`config.mk`:
```
export PLATFORM = sky130hd
export DESIGN_NAME = ccs_top
export DESIGN_NICKNAME = d
export VERILOG_FILES = /design/src/logic/ccs_pkg.sv /design/src/logic/ccs_div_if.sv /design/src/logic/ccs_divider.sv /design/src/logic/ccs_top.sv
export VERILOG_INCLUDE_DIRS = /design/src /design/src/logic
export SDC_FILE = /design/constraint.sdc
export NUM_CORES = 1
export LEC_CHECK = 0
export BUFFER_PORTS_ARGS = -buffer_cell sky130_fd_sc_hd__buf_2
export CAP_MARGIN = 20
export CORE_MARGIN = 2
export CORE_UTILIZATION = 36
export DETAILED_ROUTE_END_ITERATION = 6
export HOLD_SLACK_MARGIN = 0.05
export PLACE_DENSITY = 0.6
export SLEW_MARGIN = 20
export SYNTH_ARGS = -nofsm -noshare
export SYNTH_HDL_FRONTEND = slang
export SYNTH_SLANG_ARGS = --single-unit
```
`constraint.sdc`:
```
create_clock -name ref_clk_i -period 4 [get_ports ref_clk_i]
set_input_delay 0.4 -clock ref_clk_i [delete_from_list [all_inputs] [get_ports ref_clk_i]]
set_output_delay 0.4 -clock ref_clk_i [all_outputs]
set_load 0.03 [all_outputs]
```
`src/logic/ccs_defines.svh`:
```
// Constants of the clock synthesis unit: ratios, limits, timing and reset values
`ifndef CCS_DEFINES_SVH
`define CCS_DEFINES_SVH

`define CCS_PLL_MULT        8
`define CCS_OSC_FREQ_MHZ    8
`define CCS_MAX_SYS_MHZ     32
`define CCS_CLK_PERIOD_NS   5
`define CCS_LOR_TIME_NS     500
`define CCS_LOR_CYCLES      ((`CCS_LOR_TIME_NS + `CCS_CLK_PERIOD_NS - 1) / `CCS_CLK_PERIOD_NS)
`define CCS_PSCL_MAX_CODE   3'h5
`define CCS_ADC_SHIFT       3
`define CCS_RST_REF_SEL     1'b0

`endif

```
`src/logic/ccs_pkg.sv`:
```
// Types and helpers shared by the clock synthesis modules
package ccs_pkg;
`include "ccs_defines.svh"

   typedef logic [2:0] ccs_pscl_t;

   typedef enum logic [0:0] {
      CCS_SRC_OSC = 1'b0,
      CCS_SRC_PLL = 1'b1
   } ccs_src_e;

   typedef enum logic [0:0] {
      CCS_ST_RUN  = 1'b0,
      CCS_ST_SHUT = 1'b1
   } ccs_state_e;

   // Codes above the last ratio saturate at divide by 32
   function automatic ccs_pscl_t ccs_pscl_shift(input ccs_pscl_t code);
      return (code > `CCS_PSCL_MAX_CODE) ? `CCS_PSCL_MAX_CODE : code;
   endfunction

endpackage

```
`src/logic/ccs_div_if.sv`:
```
// Carrier between the clock unit and its power-of-two dividers
`timescale 1ns/1ps
interface ccs_div_if;
   logic       src;
   logic [2:0] shift;
   logic       out;

   modport master  (output src, output shift, input  out);
   modport divider (input  src, input  shift, output out);
endinterface // ccs_div_if

```
`src/logic/ccs_divider.sv`:
```
// Power-of-two divider of a sampled clock level
`timescale 1ns/1ps
module ccs_divider #(
   parameter int W = 5
) (
   input  wire logic ref_clk_i,
   input  wire logic rst_i,
   ccs_div_if.divider d
);
   import ccs_pkg::*;

   logic         src_d_r;
   logic [W-1:0] cnt_r;
   logic [W-1:0] cnt_nxt;
   logic         out_r;

   // ----------------------------------------
   // Elaboration check
   // ----------------------------------------
   if (W < 5) begin : g_bad_w
      $error("Divider too narrow for divide by 32");
   end

   always_comb begin
      cnt_nxt = cnt_r;
      if (d.src && !src_d_r) begin
         cnt_nxt = cnt_r + 1'b1;
      end
   end

   always_ff @(posedge ref_clk_i or posedge rst_i) begin
      if (rst_i) begin
         src_d_r <= 1'b0;
         cnt_r   <= '0;
      end else begin
         src_d_r <= d.src;
         cnt_r   <= cnt_nxt;
      end
   end

   // Shift 0 passes the level through, one cycle late like the others
   always_ff @(posedge ref_clk_i or posedge rst_i) begin
      if (rst_i) begin
         out_r <= 1'b0;
      end else if (d.shift == 3'h0) begin
         out_r <= d.src;
      end else begin
         out_r <= cnt_nxt[d.shift - 3'h1];
      end
   end

   assign d.out = out_r;
endmodule // ccs_divider

```
`src/logic/ccs_top.sv`:
```
// On-chip clock synthesis unit: reference select, PLL postscaler, clock outputs, safety shutdown
//
// How it works
// - Reference from internal oscillator or external input
// - Without PLL, 2X equals the reference
// - With PLL, 2X is reference times eight over postscaler
// - 3-bit postscaler: divide 1, 2, 4, 8, 16, 32
// - 3X clock goes to PWM and timer
// - System clock is 2X halved, 50% duty
// - Lost reference while 2X runs from the PLL triggers safety shutdown
// - Oscillator can power down or stand by
// - PLL powers down independently
// - Oscillator-based system clock tops at 32MHz
// - Selected reference, ADC and high-speed peripheral clocks out
// - Internal reference after reset; external on request
// - Oscillator is the 8MHz PLL reference
// - Interrupt on PLL lock and reference loss
`timescale 1ns/1ps
`include "ccs_defines.svh"
module ccs_top #(
   parameter int ADC_SHIFT = `CCS_ADC_SHIFT
) (
   input  wire logic              ref_clk_i,
   input  wire logic              rst_i,
   input  wire logic              osc_clk_i,
   input  wire logic              external_clock_input_i,
   input  wire logic              pll_clk_i,
   input  wire logic              pll_3x_clk_i,
   input  wire logic              pll_lock_i,
   input  wire logic              external_reference_select_i,
   input  wire logic              pll_select_i,
   input  wire ccs_pkg::ccs_pscl_t postscaler_i,
   input  wire logic              osc_power_down_i,
   input  wire logic              osc_standby_i,
   input  wire logic              pll_power_down_i,
   input  wire logic              shutdown_enable_i,
   input  wire logic              lock_irq_en_i,
   input  wire logic              lor_irq_en_i,
   input  wire logic              lock_flag_clr_i,
   input  wire logic              lor_flag_clr_i,
   output logic                   osc_pwr_dn_o,
   output logic                   osc_stby_o,
   output logic                   pll_pwr_dn_o,
   output logic                   clk_2x_o,
   output logic                   clk_3x_o,
   output logic                   sys_clk_o,
   output logic                   osc_clk_o,
   output logic                   adc_clk_o,
   output logic                   hsp_clk_o,
   output logic                   pll_src_active_o,
   output logic                   ext_ref_active_o,
   output logic                   lock_flag_o,
   output logic                   lor_flag_o,
   output logic                   shutdown_o,
   output logic                   irq_o
);
   import ccs_pkg::*;

   localparam int       LOR_CYC = `CCS_LOR_CYCLES;
   localparam int       SYS_MHZ = `CCS_OSC_FREQ_MHZ * `CCS_PLL_MULT / 2;
   localparam logic [7:0] LOR_MAX = LOR_CYC[7:0];

   // ----------------------------------------
   // Elaboration checks
   // ----------------------------------------
   if (LOR_CYC > 255) begin : g_bad_lor
      $error("Loss-of-reference count too wide");
   end
   if (SYS_MHZ > `CCS_MAX_SYS_MHZ) begin : g_bad_fmax
      $error("System clock above ceiling");
   end
   if (ADC_SHIFT < 0 || ADC_SHIFT > 5) begin : g_bad_adc
      $error("ADC shift out of range");
   end

   // ----------------------------------------
   // Pin synchronisers
   // ----------------------------------------
   // Bits: 0 osc, 1 external, 2 pll, 3 pll 3x, 4 lock
   logic [4:0] s1_r, s2_r, s3_r, cln_r;
   logic [4:0] pin_vec;
   assign pin_vec = {pll_lock_i, pll_3x_clk_i, pll_clk_i, external_clock_input_i, osc_clk_i};

   always_ff @(posedge ref_clk_i or posedge rst_i) begin
      if (rst_i) begin
         s1_r  <= 5'h00;
         s2_r  <= 5'h00;
         s3_r  <= 5'h00;
         cln_r <= 5'h00;
      end else begin
         s1_r  <= pin_vec;
         s2_r  <= s1_r;
         s3_r  <= s2_r;
         // Only accept a change once two stages agree
         cln_r <= (s2_r & ~(s2_r ^ s3_r)) | (cln_r & (s2_r ^ s3_r));
      end
   end

   // ----------------------------------------
   // Power controls
   // ----------------------------------------
   ccs_state_e st_r;
   logic       osc_pwr_dn_r, osc_stby_r, pll_pwr_dn_r;

   always_ff @(posedge ref_clk_i or posedge rst_i) begin
      if (rst_i) begin
         osc_pwr_dn_r <= 1'b0;
         osc_stby_r   <= 1'b0;
         pll_pwr_dn_r <= 1'b0;
      end else begin
         osc_pwr_dn_r <= osc_power_down_i;
         osc_stby_r   <= osc_standby_i & ~osc_power_down_i;
         pll_pwr_dn_r <= pll_power_down_i | (st_r == CCS_ST_SHUT);
      end
   end

   // ----------------------------------------
   // Reference selection
   // ----------------------------------------
   logic ref_sel_r, ref_lvl_r, ref_lvl_d_r, ref_new;
   assign ref_new = external_reference_select_i ? cln_r[1] : cln_r[0];

   always_ff @(posedge ref_clk_i or posedge rst_i) begin
      if (rst_i) begin
         ref_sel_r <= `CCS_RST_REF_SEL;
      end else if (external_reference_select_i != ref_sel_r && !ref_lvl_r && !ref_new) begin
         ref_sel_r <= external_reference_select_i;
      end
   end

   always_ff @(posedge ref_clk_i or posedge rst_i) begin
      if (rst_i) begin
         ref_lvl_r   <= 1'b0;
         ref_lvl_d_r <= 1'b0;
      end else begin
         ref_lvl_r   <= ref_sel_r ? cln_r[1] : cln_r[0];
         ref_lvl_d_r <= ref_lvl_r;
      end
   end

   // ----------------------------------------
   // Loss of reference and shutdown
   // ----------------------------------------
   // Dormant oscillator is not a loss: it was stopped on purpose
   logic       mon, lor_now;
   logic [7:0] lor_cnt_r;
   assign mon     = ref_sel_r || !(osc_pwr_dn_r || osc_stby_r);
   assign lor_now = (lor_cnt_r == LOR_MAX);

   always_ff @(posedge ref_clk_i or posedge rst_i) begin
      if (rst_i) begin
         lor_cnt_r <= 8'h00;
      end else if (!mon || (ref_lvl_r ^ ref_lvl_d_r)) begin
         lor_cnt_r <= 8'h00;
      end else if (!lor_now) begin
         lor_cnt_r <= lor_cnt_r + 8'h01;
      end
   end

   ccs_src_e path_r;

   // Shutdown only releases by reset
   always_ff @(posedge ref_clk_i or posedge rst_i) begin
      if (rst_i) begin
         st_r <= CCS_ST_RUN;
      end else begin
         case (st_r)
            CCS_ST_RUN: begin
               if (lor_now && shutdown_enable_i && path_r == CCS_SRC_PLL) begin
                  st_r <= CCS_ST_SHUT;
               end
            end
            CCS_ST_SHUT: st_r <= CCS_ST_SHUT;
            default:     st_r <= CCS_ST_RUN;
         endcase
      end
   end

   // ----------------------------------------
   // PLL postscaler and clock dividers
   // ----------------------------------------
   ccs_div_if div_2x ();
   ccs_div_if div_3x ();
   ccs_div_if div_adc ();

   assign div_2x.src    = cln_r[2] & ~pll_pwr_dn_r;
   assign div_2x.shift  = ccs_pscl_shift(postscaler_i);
   assign div_3x.src    = cln_r[3] & ~pll_pwr_dn_r;
   assign div_3x.shift  = ccs_pscl_shift(postscaler_i);
   assign div_adc.src   = ref_lvl_r;
   assign div_adc.shift = ADC_SHIFT[2:0];

   ccs_divider u_div_2x  (.ref_clk_i(ref_clk_i), .rst_i(rst_i), .d(div_2x.divider));
   ccs_divider u_div_3x  (.ref_clk_i(ref_clk_i), .rst_i(rst_i), .d(div_3x.divider));
   ccs_divider u_div_adc (.ref_clk_i(ref_clk_i), .rst_i(rst_i), .d(div_adc.divider));

   // ----------------------------------------
   // Glitch-free 2X path switch
   // ----------------------------------------
   ccs_src_e want;
   logic     clk2x_r, clk2x_d_r, clk3x_r, sys_r, new_lvl;
   assign want    = (pll_select_i && !pll_pwr_dn_r && cln_r[4]) ? CCS_SRC_PLL : CCS_SRC_OSC;
   assign new_lvl = (want == CCS_SRC_PLL) ? div_2x.out : ref_lvl_r;

   // Swap only while both old output and new source are low
   always_ff @(posedge ref_clk_i or posedge rst_i) begin
      if (rst_i) begin
         path_r <= CCS_SRC_OSC;
      end else if (want != path_r && !clk2x_r && !new_lvl) begin
         path_r <= want;
      end
   end

   always_ff @(posedge ref_clk_i or posedge rst_i) begin
      if (rst_i) begin
         clk2x_r <= 1'b0;
         clk3x_r <= 1'b0;
      end else if (st_r == CCS_ST_SHUT) begin
         clk2x_r <= 1'b0;
         clk3x_r <= 1'b0;
      end else if (path_r == CCS_SRC_PLL) begin
         clk2x_r <= div_2x.out;
         clk3x_r <= div_3x.out;
      end else begin
         clk2x_r <= ref_lvl_r;
         clk3x_r <= 1'b0;
      end
   end

   always_ff @(posedge ref_clk_i or posedge rst_i) begin
      if (rst_i) begin
         clk2x_d_r <= 1'b0;
         sys_r     <= 1'b0;
      end else begin
         clk2x_d_r <= clk2x_r;
         sys_r     <= sys_r ^ (clk2x_r & ~clk2x_d_r);
      end
   end

   // ----------------------------------------
   // Event flags and interrupt request
   // ----------------------------------------
   logic lock_d_r, lor_d_r, lock_flag_r, lor_flag_r;

   always_ff @(posedge ref_clk_i or posedge rst_i) begin
      if (rst_i) begin
         lock_d_r    <= 1'b0;
         lor_d_r     <= 1'b0;
         lock_flag_r <= 1'b0;
         lor_flag_r  <= 1'b0;
      end else begin
         lock_d_r <= cln_r[4];
         lor_d_r  <= lor_now;
         // Set beats a simultaneous clear
         if (cln_r[4] && !lock_d_r) begin
            lock_flag_r <= 1'b1;
         end else if (lock_flag_clr_i) begin
            lock_flag_r <= 1'b0;
         end
         if (lor_now && !lor_d_r) begin
            lor_flag_r <= 1'b1;
         end else if (lor_flag_clr_i) begin
            lor_flag_r <= 1'b0;
         end
      end
   end

   assign irq_o = (lock_flag_r & lock_irq_en_i) | (lor_flag_r & lor_irq_en_i);

   // ----------------------------------------
   // Outputs
   // ----------------------------------------
   assign osc_pwr_dn_o     = osc_pwr_dn_r;
   assign osc_stby_o       = osc_stby_r;
   assign pll_pwr_dn_o     = pll_pwr_dn_r;
   assign clk_2x_o         = clk2x_r;
   assign clk_3x_o         = clk3x_r;
   assign sys_clk_o        = sys_r;
   assign osc_clk_o        = ref_lvl_r;
   assign adc_clk_o        = div_adc.out;
   assign hsp_clk_o        = clk2x_r;
   assign pll_src_active_o = (path_r == CCS_SRC_PLL);
   assign ext_ref_active_o = ref_sel_r;
   assign lock_flag_o      = lock_flag_r;
   assign lor_flag_o       = lor_flag_r;
   assign shutdown_o       = (st_r == CCS_ST_SHUT);

   // ----------------------------------------
   // Assertions
   // ----------------------------------------
   chk_ref_ext_req: assert property (@(posedge ref_clk_i) disable iff (rst_i)
      $rose(ref_sel_r) |-> $past(external_reference_select_i)) else $error("External ref taken unasked");
   chk_osc_path: assert property (@(posedge ref_clk_i) disable iff (rst_i)
      ($past(path_r) == CCS_SRC_OSC && $past(st_r) == CCS_ST_RUN) |-> clk2x_r == $past(ref_lvl_r))
      else $error("2X does not follow reference");
   chk_pll_path: assert property (@(posedge ref_clk_i) disable iff (rst_i)
      ($past(path_r) == CCS_SRC_PLL && $past(st_r) == CCS_ST_RUN) |-> clk2x_r == $past(div_2x.out))
      else $error("2X does not follow postscaler");
   chk_pscl_sat: assert property (@(posedge ref_clk_i) disable iff (rst_i)
      (postscaler_i > 3'h5) |-> div_2x.shift == 3'h5) else $error("Postscaler not saturated");
   chk_sys_half: assert property (@(posedge ref_clk_i) disable iff (rst_i)
      $rose(clk2x_r) |=> sys_r != $past(sys_r)) else $error("System clock missed a 2X edge");
   chk_lor_shut: assert property (@(posedge ref_clk_i) disable iff (rst_i)
      (lor_now && shutdown_enable_i && path_r == CCS_SRC_PLL) |=> shutdown_o ##1 !clk2x_r && pll_pwr_dn_r)
      else $error("Shutdown did not follow reference loss");
   chk_osc_power: assert property (@(posedge ref_clk_i) disable iff (rst_i)
      osc_power_down_i |=> osc_pwr_dn_o && !osc_stby_o) else $error("Oscillator power-down wrong");
   chk_pll_power: assert property (@(posedge ref_clk_i) disable iff (rst_i)
      pll_power_down_i |=> pll_pwr_dn_o && !div_2x.src) else $error("PLL power-down ignored");
   chk_lock_flag: assert property (@(posedge ref_clk_i) disable iff (rst_i)
      (cln_r[4] && !lock_d_r) |=> lock_flag_r) else $error("Lock event lost");
   chk_no_runt: assert property (@(posedge ref_clk_i) disable iff (rst_i)
      (path_r != $past(path_r)) |-> !$past(clk2x_r) && !$past(new_lvl)) else $error("Path switched while 2X high");
   chk_3x_gate: assert property (@(posedge ref_clk_i) disable iff (rst_i)
      ($past(path_r) == CCS_SRC_OSC) |-> !clk3x_r) else $error("3X runs without PLL");
endmodule // ccs_top

```
# [Word level (Yosys, flattened, before mapping)]
# Cells that the tools add are included.
# Widths: inputs -> output; s select.
[totals] memories=0 reg_bits=63 latchBits=0 inputBits=20 mem_bits_rw=0 rom_bits=0 word_cells=115
[op_classes] n_addsub=5 reduce_logical=31 n_mul=0 muxes=25 eq_ne=4 order_cmp=2 bitwise_logic=19 n_shift=0 div=0
[op_table] op="$mux 1" count=17
[op_table] op="$mux 8" count=2
[op_table] op="$add 5x1->5 const B" count=3
[op_table] op="$logic_and 1x1->1" count=13
[op_table] op="$logic_not 1->1" count=12
[op_table] op="$and 5x5->5" count=2
[op_table] op="$mux 5" count=2
[op_table] op="$add 8x1->8 const B" count=1
[op_table] op="$eq 8x7->1 const B" count=1
[op_table] op="$and 1x1->1" count=6
[op_table] op="$bmux 1 s3" count=2
[op_table] op="$not 5->5" count=1
[op_table] op="$or 5x5->5" count=1
[op_table] op="$xor 5x5->5" count=1
[op_table] op="$lt 3x4->1 const B" count=1
[op_table] op="$not 1->1" count=4
[op_table] op="$reduce_bool 2->1" count=2
[op_table] op="$gt 3x3->1 const B" count=1
[op_table] op="$logic_not 3->1" count=1
[op_table] op="$logic_or 1x1->1" count=3
[op_table] op="$mux 3" count=1
[op_table] op="$sub 3x1->3 const B" count=1
[op_table] op="$ne 1x1->1" count=2
[op_table] op="$ne 2x1->1 const B" count=1
[op_table] op="other kinds (3)" count=5

# [Longest topological paths before layout]
# Gate-level depths: netlist (run 1).
[depth] depth_word=7 ltp_mapped=8

# [By module]
# From an unflattened synthesis (run 1), not the netlist that was laid out.
[unflattened] hier_cells=238 area_unflattened_um2=2899.0
[by_module_without_submodules] mod="ccs_top" seq_area_each_um2=1101.1 area_per_inst_um2=1600.3 cells_per_inst=123 n_inst=1
[by_module_without_submodules] mod="ccs_divider (u_div_3x ...)" seq_area_each_um2=175.2 area_per_inst_um2=414.1 cells_per_inst=34 n_inst=2
[by_module_without_submodules] mod="ccs_divider (u_div_2x)" seq_area_each_um2=175.2 area_per_inst_um2=470.5 cells_per_inst=47 n_inst=1

# [Worst setup path before layout (run 1)]
# No wires, ideal clock.
[synth_path] path_kind="register to register" start="register pll_pwr_dn_r, in the netlist pll_pwr_dn_o" end="register u_div_2x.out_r, in the netlist u_div_2x.d.out" stages_incl_launch_ff=7 required_ps=3899 setup_slack_ps=1908 synth_period_minus_slack_ps=2092 arrival_ps=1991 n_path_buf=1 cell_sequence="dfrtp_1 > or3b_1 > buf_2 > o211a_1 > a2111oi_2 > nor3_1 > nor4_1"
[synth_via] elab_chain_len=7
[synth_rtl] element="from (decl)" line_no="ccs_top.sv:103" source="logic osc_pwr_dn_r, osc_stby_r, pll_pwr_dn_r;"
[synth_rtl] element="from (signal assigned)" line_no="ccs_top.sv:113" source="pll_pwr_dn_r <= pll_power_down_i | (st_r == CCS_ST_SHUT);"
[synth_rtl] element="$not 1->1 *" line_no="ccs_top.sv:186" source="assign div_2x.src = cln_r[2] & ~pll_pwr_dn_r;"
[synth_rtl] element="$and 1x1->1 *" line_no="ccs_top.sv:186"
[synth_rtl] element="$logic_and 1x1->1" line_no="ccs_divider.sv:26" source="if (d.src && !src_d_r) begin"
[synth_rtl] element="$mux 5" line_no="ccs_divider.sv:26"
[synth_rtl] element="$bmux 1 s3" line_no="ccs_divider.sv:48" source="out_r <= cnt_nxt[d.shift - 3'h1];"
[synth_rtl] element="$mux 1 (implied by the code)" line_no="ccs_divider.sv:48"
[synth_rtl] element="$mux 1 *" line_no="ccs_divider.sv:45" source="end else if (d.shift == 3'h0) begin"
[synth_rtl] element="to (signal assigned)" line_no="ccs_divider.sv:46" source="out_r <= d.src;"
[synth_rtl] element="to (signal assigned)" line_no="ccs_divider.sv:48"
[synth_rtl] element="to (decl)" line_no="ccs_divider.sv:15" source="logic out_r;"
# Mark *: on every way between the ends. The rest lies on a longest branch, timed or not. The select of a mux whose other input is x is not followed.
# A chain may end at the register's enable or synchronous reset.

# [Final worst setup path (run 1)]
# Ends and elaborated chain as after synthesis.

==> results.py, run 1 <==
metrics = {
    "routing": {
        "drc_errors": 0,
        "via_count": 1474,
        "first_pass_iters": 4,
        "wl_microns": 3900,
        "vias_per_cell": 4.75,
        "wl_per_cell_microns": 12.6,
        "antenna_left": 0,
        "drt_iter0_drc": 65,
    },
    "finish": {
        "drive_above_1_share": 0.262,
        "area_delta_synth_final_pct": 18.8,
        "antenna_cells": 0,
        "instances_no_fill": 310,
        "finalNetCount": 254,
    },
    "placed_design": {
        "place.port_buffers": 34,
        "dpl.hpwl_microns": 2710,
        "gp_congestion": 0.793,
        "numPlacedInstances": 294,
    },
    "worst_setup_path": {
        "required_ns": 4.23,
        "critPathTopFamily": "simple AND/OR/NAND/NOR gates",
        "critPathBufInv": 0,
        "critical_path_arrival_ns": 2.36,
        "timing_worst_setup_path_type": "flip-flop to flip-flop",
        "crit_chain": "or3b_1 -> o211a_1 -> a2111oi_2 -> nor3_1 -> nor4_1",
        "critPathMaxFanout": 9,
        "cp-start-kind": "flip-flop",
        "end_kind": "flip-flop",
        "cp_slowest_cell": "or3b_1",
        "cpPeakStageDelay_ns": 0.49,
    },
    "timing": {
        "tns_ns": 0,
        "worst_slew_pin_slew_ns": 0.617,
        "slew_headroom": 0.586,
        "drv_slew": 0,
        "final.min_clock_period_ns": 2.13,
        "final_hold_viol_count": 0,
        "fmax_mhz": 469,
        "fin_crit_sh": 0.533,
        "finalClockSkew_ns": 0.00587,
        "grt_setup_unrepaired": "no",
        "setup_viol": 0,
    },
    "global_routing": {
        "grt_pass1_vias": 1404,
        "grtUsageTotal": 0.124,
        "grt_max_degree": 37,
        "grt_pass1_wl_microns": 6840,
        "grt-ovfl-total": 0,
        "antenna_found_initial": 0,
    },
    "clock_tree": {
        "clock_latency_ns": 0.34,
        "clk_pin_slew_ns": 0.07,
        "cts_resized": 0,
        "clk_path_buf_depth": 2,
        "cts.sinks": 61,
        "h-tree-depth": 3,
        "root_buffer": "clkbuf_8",
        "postCtsSetupRepairBufs": 0,
        "cts_buffers": 9,
        "cts_hold_buf": 0,
        "tritoncts": "built",
    },
    "die": {
        "dieWidth_microns": 85.5,
        "die_area_sq_um": 7310,
        "core_area_sq_um": 6390,
        "start_util": 0.375,
        "ios": 35,
        "num_rows": 29,
        "fp.dieH_microns": 85.5,
    },
    "job": {
        "cap_viol_max_count": 0,
    },
    "synthesis": {
        "netlist_instances": 187,
        "synth_ff_type": "dfrtp_1",
        "synth-edff-count": 0,
        "avgSynthCellArea_sq_um": 12.8,
        "synth_top_cell_area_share": 0.638,
        "ys_ff_latch": 61,
        "yosysMostFrequentCell": "dfrtp_1",
        "synthTopCellsByArea": "dfrtp_1 64%, xnor2_1 3.3%, ha_1 3.1%",
        "synth.distinct_cells": 45,
        "synth_area_sq_um": 2390,
        "ys_top_cells_by_count": "61 x dfrtp_1, 13 x nor2_1, 9 x inv_1, 9 x xnor2_1, 8 x nand2_1",
        "syn-num-nets": 213,
        "yosysSeqAreaShare": 0.638,
        "ys_async_sr_fraction": 1.00,
        "yosys_warnings": 0,
        "synth_top_area_cell": "dfrtp_1",
    },
    "power_and_ir_drop": {
        "irDropWorstVdd_uv": 328,
        "powerDensity_nw_per_um2": 629,
        "leakage_nw": 1.33,
    },
    "min_path": {
        "hold_path.class": "primary input to asynchronous set/reset pin",
    },
    "run_status": {
        "status": "finished clean",
    },
}
==> worst register-to-register path, cell delays in order, from the launching register on <==
cell and delay (ns):
dfrtp_1 0.47, or3b_1 0.49, o211a_1 0.25, a2111oi_2 0.41, nor3_1 0.09, nor4_1 0.30
==> per-stage QoR <==
step | hold slack, ns | power, W | utilization | setup slack [ns] | cell area, sq um
floorplan | 0.331 | 0.00115 | - | 1.91 | 2390
global placement | 0.333 | 0.00125 | 0.414 | 1.97 | 2640
detailed placement | 0.335 | 0.00126 | 0.414 | 1.88 | 2640
CTS | 0.0930 | 0.00181 | 0.445 | 1.85 | 2840
global route | 0.132 | 0.00191 | 0.445 | 1.67 | 2840
finish | 0.0883 | 0.00179 | 0.445 | 1.87 | 2840
==> routing by layer <==
metal / global-route usage / part of all wire / wire length [microns]
met1: 0.179 / 0.52 / 2020
met4: 0.0909 / 0.036 / 139
met2: 0.156 / 0.39 / 1530
met3: 0.0356 / 0.055 / 213
met5: 0 / 0 / 0
==> layout make-up <==
class	instances	area (sq um)
clock buffer	10	138
clock inverter	6	62.6
fill	610	3540
inverter	9	33.8
multi-input combinational	112	808
sequential	61	1530
tap	77	96.3
timing repair buffer	35	178
==> cells by family (layout without fill, tap and decap cells) <==
family	count (synthesis)	in the layout	share of synthesized area
mux	5	5	0.0225
flops	61	61	0.638
xor+xnor	15	15	0.0549
buf+inv	14	60	0.0241
compound gates	24	24	0.0717
simple gates	57	57	0.137
fa+ha+maj	11	11	0.0523
==> final timing paths <==
| path | start | depth (start not counted) | slack [ns] | endpoint |
|---|---|---|---|---|
| worst max-delay path | pll_pwr_dn_o | 5 | 1.87 | u_div_2x.d.out |
| worst min-delay path | rst_i | 2 | 0.09 | s1_r[0] |
| worst max register to register | pll_pwr_dn_o | 5 | 1.87 | u_div_2x.d.out |
| worst min register to register | s1_r[1] | 0 | 0.35 | s2_r[1] |
| max in group asynchronous | rst_i | 3 | 3.08 | clk_3x_o |
| min in group ref_clk_i | pll_lock_i | 1 | 0.16 | s1_r[4] |
==> cell usage in the layout (no fill, tap or decap), types with 2 or more instances in the layout <==
master / netlist / final
clkbuf_8: 0 / 10
nor2b_1: 3 / 3
nand3_1: 7 / 7
clkinvlp_4: 0 / 3
nand4_1: 4 / 4
nand2_1: 8 / 8
xnor2_1: 9 / 9
and4bb_2: 2 / 2
dfrtp_1: 61 / 61
nor3_1: 3 / 3
inv_1: 9 / 8
o21ai_0: 6 / 6
mux2i_1: 2 / 2
buf_2: 1 / 34
a21oi_1: 4 / 4
maj3_1: 5 / 5
a22o_1: 2 / 2
xor2_1: 6 / 6
o22ai_1: 2 / 2
nor4_1: 3 / 3
nand3b_1: 2 / 2
mux2_2: 3 / 3
and2b_1: 2 / 2
clkinv_2: 0 / 2
ha_1: 6 / 6
nor2_1: 13 / 13
==> state kept, by name, summed over array words and instances (netlist names), 3 cells and up, named ones only <==
name and cells:
u_div_3x.cnt_r 5, u_div_adc.cnt_r 3, s3_r 5, s2_r 5, s1_r 5, lor_cnt_r 8
u_div_2x.cnt_r 5
==> where the power goes <==
part / switching (W) / total [W] / leakage, nW / internal [W]
combinational: 0.000219 / 0.000386 / 0.484 / 0.000167
clock: 0.000239 / 0.000541 / 0.0943 / 0.000302
sequential: 0.000113 / 0.000860 / 0.752 / 0.000747
total: 0.000572 / 0.00179 / 1.33 / 0.00122
Power figures use the tool's default switching activity.
==> run 2: changes to the inputs <==
Clock period 4 ns to 2.2 ns, I/O delays scaled along.
==> run 2 against run 1 <==
  * Clock skew is essentially flat
  * Fmax grew 7.2%
  * Cell area grew 3.7%
  * Critical path type unchanged
  * Sequential power grew 81%
  * Power grew 86%
  * Wire length grew 4.8%
  * Hold slack lost 0.0062 ns
  * Global-route usage grew 0.42 points
  * Sequential cell count is the same
==> results.py, run 2 (synthesis results as in run 1) <==
metrics = {
    "power_and_ir_drop": {
        "total_power_w": 0.00332,
        "leakage_nw": 1.39,
        "irDropWorstVdd_uv": 590,
        "powerDensity_nw_per_um2": 1120,
    },
    "clock_tree": {
        "cts_resized": 0,
        "cts_buffers": 9,
        "tritoncts": "built",
        "cts.sinks": 61,
        "h-tree-depth": 3,
        "root_buffer": "clkbuf_8",
        "clock_latency_ns": 0.33,
        "cts_hold_buf": 8,
        "clk_pin_slew_ns": 0.06,
        "postCtsSetupRepairBufs": 0,
        "clk_path_buf_depth": 2,
    },
    "global_routing": {
        "grt_pass1_wl_microns": 7070,
        "grt_max_degree": 35,
        "grt-ovfl-total": 0,
        "grt_pass1_vias": 1514,
        "grtUsageTotal": 0.128,
        "antenna_found_initial": 0,
    },
    "timing": {
        "fin_crit_sh": 0.903,
        "worst_slew_pin_slew_ns": 0.630,
        "fmax_mhz": 503,
        "finalWorstSetupSlack_ns": 0.213,
        "tns_ns": 0,
        "setup_viol": 0,
        "final_hold_viol_count": 0,
        "drv_slew": 0,
        "finalClockSkew_ns": 0.00560,
        "slew_headroom": 0.577,
        "final.min_clock_period_ns": 1.99,
        "holdWs_ns": 0.0820,
        "grt_setup_unrepaired": "no",
    },
    "finish": {
        "finalNetCount": 263,
        "drive_above_1_share": 0.248,
        "area_delta_synth_final_pct": 23.3,
        "largest_register_ffs": 8,
        "antenna_cells": 0,
        "instances_no_fill": 319,
        "fill_cells": 611,
        "final_common_cell": "dfrtp_1",
        "final_cell_mix": "61 x dfrtp_1, 34 x buf_2, 13 x nor2_1, 9 x xnor2_1, 9 x clkbuf_8",
        "largest-register": "lor_cnt_r",
    },
    "worst_setup_path": {
        "timing_worst_setup_path_type": "flip-flop to flip-flop",
        "cp_slowest_cell": "or3b_1",
        "critPathTopFamily": "simple AND/OR/NAND/NOR gates",
        "critPathMaxFanout": 5,
        "cpPeakStageDelay_ns": 0.46,
        "end_kind": "flip-flop",
        "crit_chain": "or3b_1 -> o211a_1 -> a2111oi_2 -> nor3_1 -> nor4_1",
        "critPathBufInv": 0,
        "cp-start-kind": "flip-flop",
        "required_ns": 2.43,
        "critical_path_arrival_ns": 2.22,
    },
    "routing": {
        "via_count": 1549,
        "first_pass_iters": 4,
        "wl_met3_microns": 205,
        "wl_microns": 4080,
        "top_layer_used": "met4",
        "drt_iter0_drc": 89,
        "antenna_left": 0,
        "wl_per_cell_microns": 12.8,
        "routed-wl-met2_microns": 1870,
        "drt-met1-wl_microns": 1940,
        "drc_errors": 0,
        "vias_per_cell": 4.86,
    },
    "die": {
        "die_area_sq_um": 7310,
        "fp.dieH_microns": 85.5,
        "num_rows": 29,
        "ios": 35,
        "core_area_sq_um": 6390,
        "dieWidth_microns": 85.5,
        "start_util": 0.375,
    },
    "run_status": {
        "status": "finished clean",
    },
    "placed_design": {
        "pre_cts_slack_ns": 0.206,
        "gp_congestion": 0.799,
        "place.port_buffers": 34,
        "numPlacedInstances": 295,
        "dpl.hpwl_microns": 2740,
    },
    "min_path": {
        "hold_path.class": "primary input to flip-flop",
    },
    "job": {
        "cap_viol_max_count": 0,
    },
}
run 2: stage by stage:
step            util  instance area [sq um]
5_1_grt        0.462                   2950
4_1_cts        0.462                   2950
2_1_floorplan      -                   2390
3_3_place_gp   0.417                   2660
6_report       0.462                   2950
3_5_place_dp   0.417                   2660
run 2: layer usage:
layer | track usage | vias up
li1 | - | 754
met3 | 0.0423 | 7
met1 | 0.170 | 748
met5 | 0 | -
met4 | 0.0823 | 0
met2 | 0.180 | 40
run 2: worst paths after layout:
path,startpoint,endpoint,slack (ns),cells past startpoint
hold reg to reg,s1_r[4],s2_r[4],0.34,0
setup reg to reg,pll_pwr_dn_o,u_div_2x.d.out,0.21,5
max in group asynchronous,rst_i,sys_clk_o,1.11,4
hold / removal,pll_power_down_i,pll_pwr_dn_o,0.08,2
setup / recovery,pll_pwr_dn_o,u_div_2x.d.out,0.21,5
min in group asynchronous,rst_i,s1_r[1],0.50,3
run 2: area by class of cell:
| cell class | instances | area [sq um] | area share |
|---|---|---|---|
| Timing Repair Buffer | 44 | 278 | 0.0942 |
| Sequential cell | 61 | 1530 | 0.518 |
| Tap cell | 77 | 96.3 | 0.0327 |
| Clock inverter | 5 | 75.1 | 0.0255 |
| Inverter | 9 | 33.8 | 0.0115 |
| Clock buffer | 11 | 131 | 0.0445 |
| Multi-Input combinational cell | 112 | 808 | 0.274 |
run 2: power by group:
| part | total [W] | switching (W) | internal, W |
|---|---|---|---|
| registers | 0.00156 | 0.000203 | 0.00136 |
| clock network | 0.00104 | 0.000407 | 0.000632 |
| logic | 0.000717 | 0.000402 | 0.000315 |
| total | 0.00332 | 0.00101 | 0.00231 |
